--- config.mk ---
export PLATFORM = sky130hd
export DESIGN_NAME = tab_register_bank
export DESIGN_NICKNAME = d
export VERILOG_FILES = /design/src/tab_pkg.sv /design/src/tab_register_bank.sv /design/src/tab_pin_sync.sv /design/src/tab_tick_timer.sv
export SDC_FILE = /design/constraint.sdc
export NUM_CORES = 1
export LEC_CHECK = 0
export BUFFER_PORTS_ARGS = -buffer_cell sky130_fd_sc_hd__buf_2
export CORE_ASPECT_RATIO = 1.75
export CORE_MARGIN = 4
export CORE_UTILIZATION = 40
export CTS_BUF_LIST = sky130_fd_sc_hd__clkbuf_16
export CTS_CLUSTER_DIAMETER = 120
export DETAILED_ROUTE_END_ITERATION = 12
export GPL_TIMING_DRIVEN = 0
export SYNTH_ARGS = -nofsm -noshare
export SYNTH_HDL_FRONTEND = slang
export SYNTH_SLANG_ARGS = --single-unit
export TNS_END_PERCENT = 50
--- constraint.sdc ---
create_clock -name clk -period 2.2 [get_ports clk]
set_input_delay 0.22 -clock clk [delete_from_list [all_inputs] [get_ports clk]]
set_output_delay 0.22 -clock clk [all_outputs]
set_load 0.02 [all_outputs]
--- src/tab_pkg.sv ---
// Package of register map, field layout, reset values and timing for the temperature/converter register bank
package tab_pkg;

	// ----------------------------------------
	// Register selects (low pointer bits)
	// ----------------------------------------
	localparam logic [2:0] SEL_TEMPERATURE = 3'h0;
	localparam logic [2:0] SEL_PRIMARY     = 3'h1;
	localparam logic [2:0] SEL_HYSTERESIS  = 3'h2;
	localparam logic [2:0] SEL_OVERLIMIT   = 3'h3;
	localparam logic [2:0] SEL_CONVERTER   = 3'h4;
	localparam logic [2:0] SEL_SECONDARY   = 3'h5;
	localparam int         SEL_WIDTH       = 3;

	// ----------------------------------------
	// Field positions
	// ----------------------------------------
	localparam int RESULT_LSB     = 6;
	localparam int RESULT_WIDTH   = 10;
	localparam int SETPOINT_LSB   = 7;
	localparam int SETPOINT_WIDTH = 9;
	localparam int CHANNEL_LSB    = 5;
	localparam int FAULT_LSB      = 3;
	localparam int POLARITY_BIT   = 2;
	localparam int MODE_BIT       = 1;
	localparam int SHUTDOWN_BIT   = 0;
	localparam int CONV_MODE_BIT  = 7;
	localparam int FILTER_OFF_BIT = 6;

	// ----------------------------------------
	// Encodings and reset values
	// ----------------------------------------
	localparam logic [2:0] CHANNEL_SENSOR     = 3'h0;
	localparam logic [2:0] CHANNEL_EXT_FOUR   = 3'h4;
	localparam logic [1:0] FAULT_ONE          = 2'h0;
	localparam logic [1:0] FAULT_TWO          = 2'h1;
	localparam logic [1:0] FAULT_FOUR         = 2'h2;
	localparam logic [1:0] FAULT_SIX          = 2'h3;
	localparam logic [7:0] POINTER_RESET      = 8'h00;
	localparam logic [7:0] PRIMARY_RESET      = 8'h00;
	localparam logic [7:0] SECONDARY_RESET    = 8'h00;
	localparam logic [8:0] HYSTERESIS_RESET   = 9'h000;
	localparam logic [8:0] OVERLIMIT_RESET    = 9'h000;

	// ----------------------------------------
	// Timing
	// ----------------------------------------
	localparam int CLK_PERIOD_NS      = 50;
	localparam int AUTO_PERIOD_US     = 355;
	localparam int AUTO_PERIOD_CYCLES = (AUTO_PERIOD_US * 1000) / CLK_PERIOD_NS;

endpackage

--- src/tab_register_bank.sv ---
// Register bank of the temperature sensor and multi-channel converter
`timescale 1ns/100ps

module tab_register_bank #(
	parameter int AUTO_PERIOD = tab_pkg::AUTO_PERIOD_CYCLES
) (
	// Clock and reset
	input  wire logic       clk,
	input  wire logic       nrst,
	// Byte port from the serial bus engine
	input  wire logic       txn_start,
	input  wire logic       txn_write,
	input  wire logic       txn_end,
	input  wire logic       wr_valid,
	input  wire logic [7:0] wr_byte,
	input  wire logic       rd_req,
	output logic [7:0]      rd_byte,
	output logic            rd_valid,
	// Converter core
	output logic            conv_start,
	output logic [2:0]      conv_channel,
	output logic            ref_amp_enable,
	input  wire logic       conv_done,
	input  wire logic [9:0] conv_code,
	// External conversion start pin, active low
	input  wire logic       conversion_start_pin_n,
	// Configuration levels for neighbouring logic
	output logic [2:0]      fault_queue_depth,
	output logic            alarm_active_high,
	output logic            alarm_interrupt_mode,
	output logic            shutdown,
	output logic            filter_bypass,
	output logic [8:0]      lower_threshold,
	output logic [8:0]      upper_threshold
);

	// ----------------------------------------
	// State
	// ----------------------------------------
	// Byte position within a transaction
	typedef enum logic [1:0] {
		PORT_POINTER,
		PORT_HIGH,
		PORT_LOW
	} tab_port_type;

	// Converter idle, or a conversion running with the amplifier powered
	typedef enum logic {
		CONV_IDLE,
		CONV_RUN
	} tab_conv_type;

	typedef struct packed {
		logic [7:0]   pointer;
		logic [7:0]   primary;
		logic [8:0]   hysteresis;
		logic [8:0]   overlimit;
		logic [9:0]   temperature;
		logic [9:0]   converter;
		logic [1:0]   secondary;
		tab_port_type port;
		logic [7:0]   rd_byte;
		logic         rd_valid;
		tab_conv_type conv;
		logic         conv_start;
		logic [2:0]   channel;
	} tab_state_type;

	tab_state_type state;
	tab_state_type next_state;

	logic auto_tick;
	logic pin_fall;
	logic auto_mode;
	logic take_write;
	logic take_read;

	// ----------------------------------------
	// Helpers
	// ----------------------------------------
	function automatic logic [2:0] fault_count(input logic [1:0] code);
		unique case (code)
			tab_pkg::FAULT_ONE:  fault_count = 3'h1;
			tab_pkg::FAULT_TWO:  fault_count = 3'h2;
			tab_pkg::FAULT_FOUR: fault_count = 3'h4;
			tab_pkg::FAULT_SIX:  fault_count = 3'h6;
		endcase
	endfunction

	// Returns the 16-bit word of a register; byte-wide ones sit in the low byte
	function automatic logic [15:0] reg_word(input tab_state_type s, input logic [2:0] sel);
		reg_word = 16'h0000;
		case (sel)
			tab_pkg::SEL_TEMPERATURE: reg_word = {s.temperature, 6'h00};
			tab_pkg::SEL_PRIMARY:     reg_word = {8'h00, s.primary};
			tab_pkg::SEL_HYSTERESIS:  reg_word = {s.hysteresis, 7'h00};
			tab_pkg::SEL_OVERLIMIT:   reg_word = {s.overlimit, 7'h00};
			tab_pkg::SEL_CONVERTER:   reg_word = {s.converter, 6'h00};
			tab_pkg::SEL_SECONDARY:   reg_word = {8'h00, s.secondary, 6'h00};
			default:                  reg_word = 16'h0000;
		endcase
	endfunction

	function automatic logic is_byte_reg(input logic [2:0] sel);
		is_byte_reg = (sel == tab_pkg::SEL_PRIMARY) || (sel == tab_pkg::SEL_SECONDARY);
	endfunction

	// Wide registers alternate high and low byte; the pointer phase stays put
	function automatic tab_port_type next_half(input tab_port_type p);
		unique case (p)
			PORT_HIGH: next_half = PORT_LOW;
			PORT_LOW:  next_half = PORT_HIGH;
			default:   next_half = p;
		endcase
	endfunction

	// Byte-wide registers repeat their only byte; wide ones go high byte first
	function automatic logic [7:0] read_byte(input logic [15:0] word, input logic [2:0] sel,
			input tab_port_type p);
		if (is_byte_reg(sel) || (p == PORT_LOW)) begin
			read_byte = word[7:0];
		end else begin
			read_byte = word[15:8];
		end
	endfunction

	// A lone first byte leaves bit 0 alone, so eight-bit users need one byte only
	function automatic logic [8:0] setpoint_merge(input logic [8:0] old, input logic [7:0] data,
			input tab_port_type p);
		setpoint_merge = old;
		if (p == PORT_LOW) begin
			setpoint_merge[0] = data[7];
		end else begin
			setpoint_merge[8:1] = data;
		end
	endfunction

	// ----------------------------------------
	// Byte port decode
	// ----------------------------------------
	// One event per cycle: a start outranks data, data outranks a read
	assign take_write = wr_valid & ~txn_start;
	assign take_read  = rd_req & ~txn_start & ~wr_valid;

	// ----------------------------------------
	// Conversion triggers
	// ----------------------------------------
	assign auto_mode = ~state.secondary[1];

	// Auto conversions restart from each finished bus operation
	tab_tick_timer #(
		.PERIOD (AUTO_PERIOD)
	) u_timer (
		.clk     (clk),
		.nrst    (nrst),
		.enable  (auto_mode & ~state.primary[tab_pkg::SHUTDOWN_BIT]),
		.restart (txn_end),
		.tick    (auto_tick)
	);

	tab_pin_sync u_start_pin (
		.clk   (clk),
		.nrst  (nrst),
		.pin   (conversion_start_pin_n),
		.level (),
		.fall  (pin_fall)
	);

	// ----------------------------------------
	// Next state
	// ----------------------------------------
	always_comb begin
		logic [2:0]  sel;
		logic [15:0] word;
		logic        trigger;
		sel                 = state.pointer[2:0];
		word                = reg_word(state, sel);
		trigger             = 1'b0;
		next_state          = state;
		next_state.rd_valid = 1'b0;
		next_state.conv_start = 1'b0;

		if (txn_start) begin
			// Writes open with the pointer byte; reads go straight to data
			if (txn_write) begin
				next_state.port = PORT_POINTER;
			end else begin
				next_state.port = PORT_HIGH;
			end
		end

		if (take_write) begin
			if (state.port == PORT_POINTER) begin
				next_state.pointer = wr_byte;
				next_state.port    = PORT_HIGH;
			end else begin
				next_state.port = next_half(state.port);
				unique case (sel)
					tab_pkg::SEL_PRIMARY: begin
						next_state.primary = wr_byte;
					end
					tab_pkg::SEL_SECONDARY: begin
						next_state.secondary = wr_byte[7:6];
					end
					tab_pkg::SEL_HYSTERESIS: begin
						next_state.hysteresis = setpoint_merge(state.hysteresis, wr_byte, state.port);
					end
					tab_pkg::SEL_OVERLIMIT: begin
						next_state.overlimit = setpoint_merge(state.overlimit, wr_byte, state.port);
					end
					default: begin
						// Result registers and unmapped selects drop the byte
						next_state.pointer = state.pointer;
					end
				endcase
			end
		end

		if (take_read) begin
			next_state.rd_byte  = read_byte(word, sel, state.port);
			next_state.rd_valid = 1'b1;
			next_state.port     = next_half(state.port);
		end

		// Pin mode ignores the timer; auto mode ignores the pin
		if (auto_mode) begin
			trigger = auto_tick;
		end else begin
			trigger = pin_fall;
		end

		unique case (state.conv)
			CONV_IDLE: begin
				if (trigger) begin
					next_state.conv       = CONV_RUN;
					next_state.conv_start = 1'b1;
					next_state.channel    = state.primary[7:tab_pkg::CHANNEL_LSB];
				end
			end
			CONV_RUN: begin
				// A trigger that lands mid-conversion is lost, not queued
				if (conv_done) begin
					next_state.conv = CONV_IDLE;
					if (state.channel == tab_pkg::CHANNEL_SENSOR) begin
						next_state.temperature = conv_code;
					end else begin
						next_state.converter = conv_code;
					end
				end
			end
		endcase
	end

	// ----------------------------------------
	// Registers
	// ----------------------------------------
	always_ff @(posedge clk or negedge nrst) begin
		if (!nrst) begin
			state                <= '0;
			state.pointer        <= tab_pkg::POINTER_RESET;
			state.primary        <= tab_pkg::PRIMARY_RESET;
			state.hysteresis     <= tab_pkg::HYSTERESIS_RESET;
			state.overlimit      <= tab_pkg::OVERLIMIT_RESET;
			state.secondary      <= tab_pkg::SECONDARY_RESET[7:6];
			state.channel        <= tab_pkg::CHANNEL_SENSOR;
			state.port           <= PORT_HIGH;
			state.conv           <= CONV_IDLE;
		end else begin
			state <= next_state;
		end
	end

	// ----------------------------------------
	// Outputs
	// ----------------------------------------
	assign rd_byte              = state.rd_byte;
	assign rd_valid             = state.rd_valid;
	assign conv_start           = state.conv_start;
	assign conv_channel         = state.channel;
	assign ref_amp_enable       = (state.conv == CONV_RUN);
	assign fault_queue_depth    = fault_count(state.primary[4:tab_pkg::FAULT_LSB]);
	assign alarm_active_high    = state.primary[tab_pkg::POLARITY_BIT];
	assign alarm_interrupt_mode = state.primary[tab_pkg::MODE_BIT];
	assign shutdown             = state.primary[tab_pkg::SHUTDOWN_BIT];
	assign filter_bypass        = state.secondary[0];
	assign lower_threshold      = state.hysteresis;
	assign upper_threshold      = state.overlimit;

endmodule

--- src/tab_pin_sync.sv ---
// Three-stage pin synchroniser with falling-edge pulse
`timescale 1ns/100ps

module tab_pin_sync (
	// Clock and reset
	input  wire logic clk,
	input  wire logic nrst,
	// Pin side
	input  wire logic pin,
	// Synchronised side
	output logic      level,
	output logic      fall
);

	// ----------------------------------------
	// State
	// ----------------------------------------
	typedef struct packed {
		logic ff1;
		logic ff2;
		logic ff3;
		logic stable;
		logic fall;
	} tab_sync_type;

	tab_sync_type state;
	tab_sync_type next_state;

	always_comb begin
		next_state      = state;
		next_state.ff1  = pin;
		next_state.ff2  = state.ff1;
		next_state.ff3  = state.ff2;
		next_state.fall = 1'b0;
		// A change counts only once two stages agree
		if (state.ff2 == state.ff3) begin
			next_state.stable = state.ff3;
			next_state.fall   = state.stable & ~state.ff3;
		end
	end

	always_ff @(posedge clk or negedge nrst) begin
		if (!nrst) begin
			state <= '{ff1: 1'b1, ff2: 1'b1, ff3: 1'b1, stable: 1'b1, fall: 1'b0};
		end else begin
			state <= next_state;
		end
	end

	assign level = state.stable;
	assign fall  = state.fall;

endmodule

--- src/tab_tick_timer.sv ---
// Restartable periodic tick generator
`timescale 1ns/100ps

module tab_tick_timer #(
	parameter int PERIOD = 7100
) (
	// Clock and reset
	input  wire logic clk,
	input  wire logic nrst,
	// Control
	input  wire logic enable,
	input  wire logic restart,
	// Output
	output logic      tick
);

	localparam int CW = $clog2(PERIOD + 1);
	localparam logic [CW-1:0] LAST = CW'(PERIOD - 1);

	typedef struct packed {
		logic [CW-1:0] count;
		logic          tick;
	} tab_timer_type;

	tab_timer_type state;
	tab_timer_type next_state;

	always_comb begin
		next_state      = state;
		next_state.tick = 1'b0;
		if (!enable || restart) begin
			next_state.count = '0;
		end else if (state.count == LAST) begin
			next_state.count = '0;
			next_state.tick  = 1'b1;
		end else begin
			next_state.count = state.count + CW'(1);
		end
	end

	always_ff @(posedge clk or negedge nrst) begin
		if (!nrst) begin
			state <= '0;
		end else begin
			state <= next_state;
		end
	end

	assign tick = state.tick;

endmodule

==> impl_metrics.toml, run 1 <==
[outcome]
status = "completed"

[clock_tree]
cts_tree = "built"
cts_buffer_depth = 2
cts_setup_buffers = 0
cts_resized = 0
clkTransAtPathRegs_ns = 0.06
hold_buffers = 2
insertion_delay_ns = 0.33
clock-sinks = 86
numCtsBuffers = 9
root_buffer = "clkbuf_16"
htree_levels = 3

[global_routing]
antenna_found_initial = 0
grt_pass1_wl_um = 15700
grt_pass1_vias = 3066
overflow = 0
grt_max_degree = 63
grt_usage_pct = 16.7

[power_and_ir_drop]
p_int_mw = 4.15
power_switching_mw = 2.10
pwr-share-comb_pct = 35.5
clkPwrFrac_pct = 25.1
leakagePower_nw = 2.36
powerDensity_nw_per_um2 = 1260
p_seq_share_pct = 39.4
ir_worst_vdd_mv = 0.579
sw_frac_of_total_pct = 33.6

[floorplanning]
core_area_um2 = 9970
start_util_pct = 41.3
ios = 66
die_w_um = 84.7
die_area_um2 = 12000
rows = 48
die_y_um = 142

[timing]
max_freq_ghz = 0.479
worstMarginPinSlew_ns = 0.873
setup_violations = 0
slew_violations = 0
finClkSkew_ns = 0.00681
grt_setup_unrepaired = "false"
post-route-min-period_ns = 2.09
tns_ns = 0
period_share_pct = 95.0
relSlewSlack_pct = 41.4
hold_viol_final = 0

[finish]
layout-drive-gt1-share_pct = 42.1
seq_area_um2 = 2160
diodes = 0
final_cell_area_um2 = 4950
syn2layout_area_growth_pct = 20.3
fin_util_pct = 49.6
final_common_cell = "dfrtp_1"
multi_input_area_um2 = 1640
final_cell_mix = "81 x dfrtp_1, 66 x buf_2, 46 x mux2_2"
fin_cells = 536
fillerInstances = 944
nNetsFinal = 437

[synthesis]
synthArstFlopShare_pct = 100
synth_area_leader_cell = "dfrtp_1"
synth_cells = 328
synth_nets = 359
synth.avg_cell_area_um2 = 12.5
ys.flop_type = "dfrtp_1"
yosys.area.top_type_share_pct = 49.3
synth_area_leaders = "dfrtp_1 49%, mux2_2 13%, buf_4 5.7%"
syn_area_um2 = 4110
synth_cell_types = 57
yosysWarnings = 0
ys_seq_elements = 86
synth_edf_count = 0
ys_seq_area_share_pct = 52.5

[routing]
wl_per_cell_um = 17.7
drc_errors = 0
viasPerCell = 5.16
wl_um = 9470
drt_pre_antenna_iters = 4
num_vias = 2764
drt_iter0_markers = 167
postRouteAntennaNets = 0

[placement]
place_area_um2 = 4620
gp_congestion = 0.854
io_buffers = 64
place_inst = 518
dpl.hpwl_um = 6820

[worst_setup_path]
path_delay_family = "simple AND/OR/NAND/NOR gates"
start_kind = "flop"
crit_type = "reg -> reg"
crit_slowest_cell = "dfstp_2"
end_kind = "flop"
required_ns = 2.42
arrival_ns = 2.31
cp_max_fo = 8
path_cells = "inv_1 -> ha_1 -> nor3b_2 -> and3_1 -> buf_2 -> nand2_2 -> mux2_2"
critical_path.max_stage_delay_ns = 0.54
cp_num_buf_inv = 2

[hold_path]
hp-class = "in -> reg"

[run]
drv_cap = 0
-- kinds of logic (layout without fill, tap and decap cells) --
logic type      after synthesis  in the layout  share of synthesized area, %
mux                          68             68                          18.5
buf+inv                      50            133                          7.67
xor+xnor                     11             11                          2.34
fa+ha+maj                     5              5                          1.46
compound gates               45             45                          8.55
flops                        86             86                          52.5
simple gates                 63             63                          9.01
-- registers in the layout (all words and copies together), names as in the netlist, 2 cells and up, named ones only --
signal                  cells
conv_channel                3
lower_threshold             9
rd_byte                     8
state                      30
u_start_pin.next_state      2
u_timer.state              13
upper_threshold             9
-- through the flow --
step,hold slack (ns),worst slack (ns),power (mW)
floorplan,-0.0756,0.356,4.02
global placement,0.326,0.153,4.67
detailed placement,0.159,0.121,4.74
CTS,0.0462,0.114,6.32
global route,0.0561,0.00604,6.63
finish,0.0616,0.111,6.25
-- worst paths after layout --
path	start	to	slack (ns)	cells after the start
max in group asynchronous	nrst	u_start_pin.level	1.23	3
max	flop	lower_threshold[8]	0.11	7
max reg2reg	flop	lower_threshold[8]	0.11	7
min in group asynchronous	nrst	ref_amp_enable	0.34	2
min reg2reg	u_start_pin.next_state[3]	u_start_pin.next_state[2]	0.36	0
min	txn_end	u_timer.tick	0.06	2
-- power groups by stage --
| stage | Clock, mW | Sequential (mW) | Combinational, mW |
|---|---|---|---|
| final | 1.57 | 2.46 | 2.22 |
| after global routing | 1.68 | 2.53 | 2.43 |
| after CTS | 1.60 | 2.46 | 2.25 |
| after detailed placement | 0 | 2.49 | 2.24 |
| after global placement | 0 | 2.48 | 2.19 |
| after floorplan | 0 | 2.40 | 1.63 |
-- layer usage --
layer  vias up  GRT usage (%)  wire [µm]
li1       1309              -          -
met1      1379           17.8       3630
met2        60           30.3       5120
met3        16           4.46        469
met4         0           7.76        252
met5         -              0          0
-- cell type report --
type                       instances  share of cell area, %
buffer                            42                   5.77
clock buffer                       9                   4.55
clock inverter                     7                   1.67
inverter                           8                  0.607
multi-input combinational        192                   33.1
sequential                        86                   43.6
tap                              125                   3.16
timing repair buffer              67                   7.49
-- cells in the mapped netlist, types with 2 or more instances --
cell type  instances
nand3_1            6
xor2_1             2
a22oi_1           12
nor3b_1            3
o21ai_1            6
xnor2_1            9
o2bb2ai_1          6
nor3_1             4
dfstp_2            5
nand2_1            8
nor4_1             3
ha_1               4
nor2_1            20
nand3b_1           2
o21ai_0            2
clkbuf_1           6
a211oi_1           2
mux2i_1           13
mux2_2            46
mux2_1             8
buf_4             31
a21oi_1            2
buf_2              3
nand4_1            2
o31ai_1            2
and3_1             3
nor3b_2            2
inv_1              7
dfrtp_1           81
(Power assumes the default switching activity.)
==> run 2, diff against run 1 <==
--- a/config.mk
+++ b/config.mk
@@ -6,7 +6,7 @@
 export NUM_CORES = 1
 export LEC_CHECK = 0
 export BUFFER_PORTS_ARGS = -buffer_cell sky130_fd_sc_hd__buf_2
-export CORE_ASPECT_RATIO = 1.75
+export CORE_ASPECT_RATIO = 1.25
 export CORE_MARGIN = 4
 export CORE_UTILIZATION = 40
 export CTS_BUF_LIST = sky130_fd_sc_hd__clkbuf_16
==> run 2 against run 1 <==
Compared with the run above:
- via count rose by 0.51%
- combinational power barely moved
- sequential cell count did not move
- critical path type unchanged
- largest cell class unchanged
- highest routed layer unchanged
==> impl_metrics.toml, run 2 (synthesis gave the netlist of run 1 again) <==
[routing]
top_layer = "met4"
wl_met3_um = 376
wl_met2_um = 4490
num_vias = 2778
m1WireLength_um = 4010
drt_pre_antenna_iters = 4
viasPerCell = 5.13
drc_errors = 0
drt_iter0_markers = 104
wl_um = 9080
postRouteAntennaNets = 0
wl_per_cell_um = 16.8

[placement]
dpl.hpwl_um = 6370
io_buffers = 64
gp_congestion = 0.812

[global_routing]
overflow = 0
grt_pass1_vias = 2889
grt_max_degree = 65
grt_pass1_wl_um = 14900
grt_usage_pct = 16.2
antenna_found_initial = 0

[worst_setup_path]
crit_slowest_cell = "dfstp_2"
critical_path.max_stage_delay_ns = 0.53
path_delay_family = "simple AND/OR/NAND/NOR gates"
required_ns = 2.42
cp_max_fo = 8
r2r_cells = 7
cp_num_buf_inv = 2
reg2reg_to = "upper_threshold[4]"
path_cells = "inv_1 -> ha_2 -> nor3b_4 -> and3_1 -> buf_2 -> nand3b_4 -> mux2_1"
end_kind = "flop"
r2r_slack_ns = 0.14
arrival_ns = 2.28
crit_type = "reg -> reg"
start_kind = "flop"

[power_and_ir_drop]
total_power_mw = 5.98
p_seq_share_pct = 41.0
power_switching_mw = 2.07
sw_frac_of_total_pct = 34.5
p_int_mw = 3.91
ir_worst_vdd_mv = 0.518
leakagePower_nw = 2.35
pwr-share-comb_pct = 36.9
clkPwrFrac_pct = 22.1
powerDensity_nw_per_um2 = 1220

[run]
drv_cap = 0

[floorplanning]
die_w_um = 98.7
ios = 66
die_y_um = 121
die_area_um2 = 12000
core_area_um2 = 10100
start_util_pct = 40.9
rows = 41

[timing]
holdWs_ns = 0.0692
slew_violations = 0
hold_viol_final = 0
relSlewSlack_pct = 40.4
post-route-min-period_ns = 2.06
max_freq_ghz = 0.486
setup_violations = 0
grt_setup_unrepaired = "false"
finClkSkew_ns = 0.00802
tns_ns = 0
period_share_pct = 93.5
worstMarginPinSlew_ns = 0.887

[clock_tree]
cts_buffer_depth = 2
insertion_delay_ns = 0.34
root_buffer = "clkbuf_16"
cts_tree = "built"
clkTransAtPathRegs_ns = 0.06
htree_levels = 3
clock-sinks = 86
numCtsBuffers = 9

[hold_path]
hold_path_depth = 2
hold_start = "txn_end"
hp-class = "in -> reg"
whs_endpoint = "u_timer.tick"

[finish]
final_cell_mix = "81 x dfrtp_1, 66 x buf_2, 46 x mux2_2"
largest_reg_flops = 30
nNetsFinal = 438
multi_input_area_um2 = 1650
regMostFlops = "state"
layout-drive-gt1-share_pct = 42.2
reg_top3 = "state: 30 flops, u_timer.state: 13 flops"
syn2layout_area_growth_pct = 19.6
fillerInstances = 965
final_common_cell = "dfrtp_1"
diodes = 0
seq_area_um2 = 2160

[outcome]
status = "completed"
run 2: changes by cell type in the layout (fill, tap and decap cells not counted):
cell        before  now
bufinv_16        2    0
clkinvlp_4       1    0
clkinv_2         0    1
nand3_2          0    1
nor3b_4          0    1
ha_1             4    3
clkinv_1         2    4
ha_2             0    1
nor3b_2          2    1
nand3_1          6    5
buf_4           32   33
run 2: power by group through the flow:
| stage | logic, mW | clock network (mW) | registers (mW) |
|---|---|---|---|
| floorplan | 1.63 | 0 | 2.40 |
| global placement | 2.18 | 0 | 2.47 |
| detailed placement | 2.22 | 0 | 2.48 |
| CTS | 2.23 | 1.36 | 2.46 |
| global route | 2.42 | 1.44 | 2.52 |
| finish | 2.20 | 1.32 | 2.45 |
run 2: worst max path at each step:
stage / start / to / cells past startpoint
floorplan: flop / upper_threshold[1] / 7
global placement: flop / state[62] / 5
detailed placement: flop / state[61] / 5
CTS: flop / upper_threshold[1] / 7
global route: flop / upper_threshold[1] / 7
finish: flop / upper_threshold[4] / 7
run 2: final cells by class:
class / count / area share (%)
Inverter: 8 / 0.611
Buffer: 42 / 5.80
Clock inverter: 7 / 0.560
Multi-Input combinational cell: 192 / 33.6
Clock buffer: 9 / 4.58
Sequential cell: 86 / 43.9
Timing Repair Buffer: 68 / 7.68
Tap cell: 129 / 3.28
run 2: per-stage QoR:
stage          util (%)  cell area (µm²)  std cells  setup slack, ns
2_1_floorplan         -             4110        328            0.356
3_3_place_gp       45.7             4590        521           0.0587
3_5_place_dp       46.0             4620        522          0.00535
4_1_cts            48.8             4900        540           0.0244
5_1_grt            48.9             4920        541           0.0167
6_report           48.9             4920        541            0.143
run 2: per-layer routing:
metal  global-route usage (%)  vias up
met2                     26.0       55
met1                     20.5     1395
met5                        0        -
met3                     4.49       16
met4                     6.75        0
li1                         -     1312
run 2: repair_timing:
action	4_1_cts	5_1_grt
pin swaps	0	1
hold endpoints to repair	23	0
setup endpoints to repair	1	16
resized for setup	1	2
hold buffers	2	0
setup buffers	0	1
run 2: worst reg2reg max path: cells and delay by family, from the launching register on:
kind	cells	cell delay (ns)
simple gates	3	0.62
flops	1	0.53
buf+inv	2	0.22
mux	1	0.36
fa+ha+maj	1	0.22
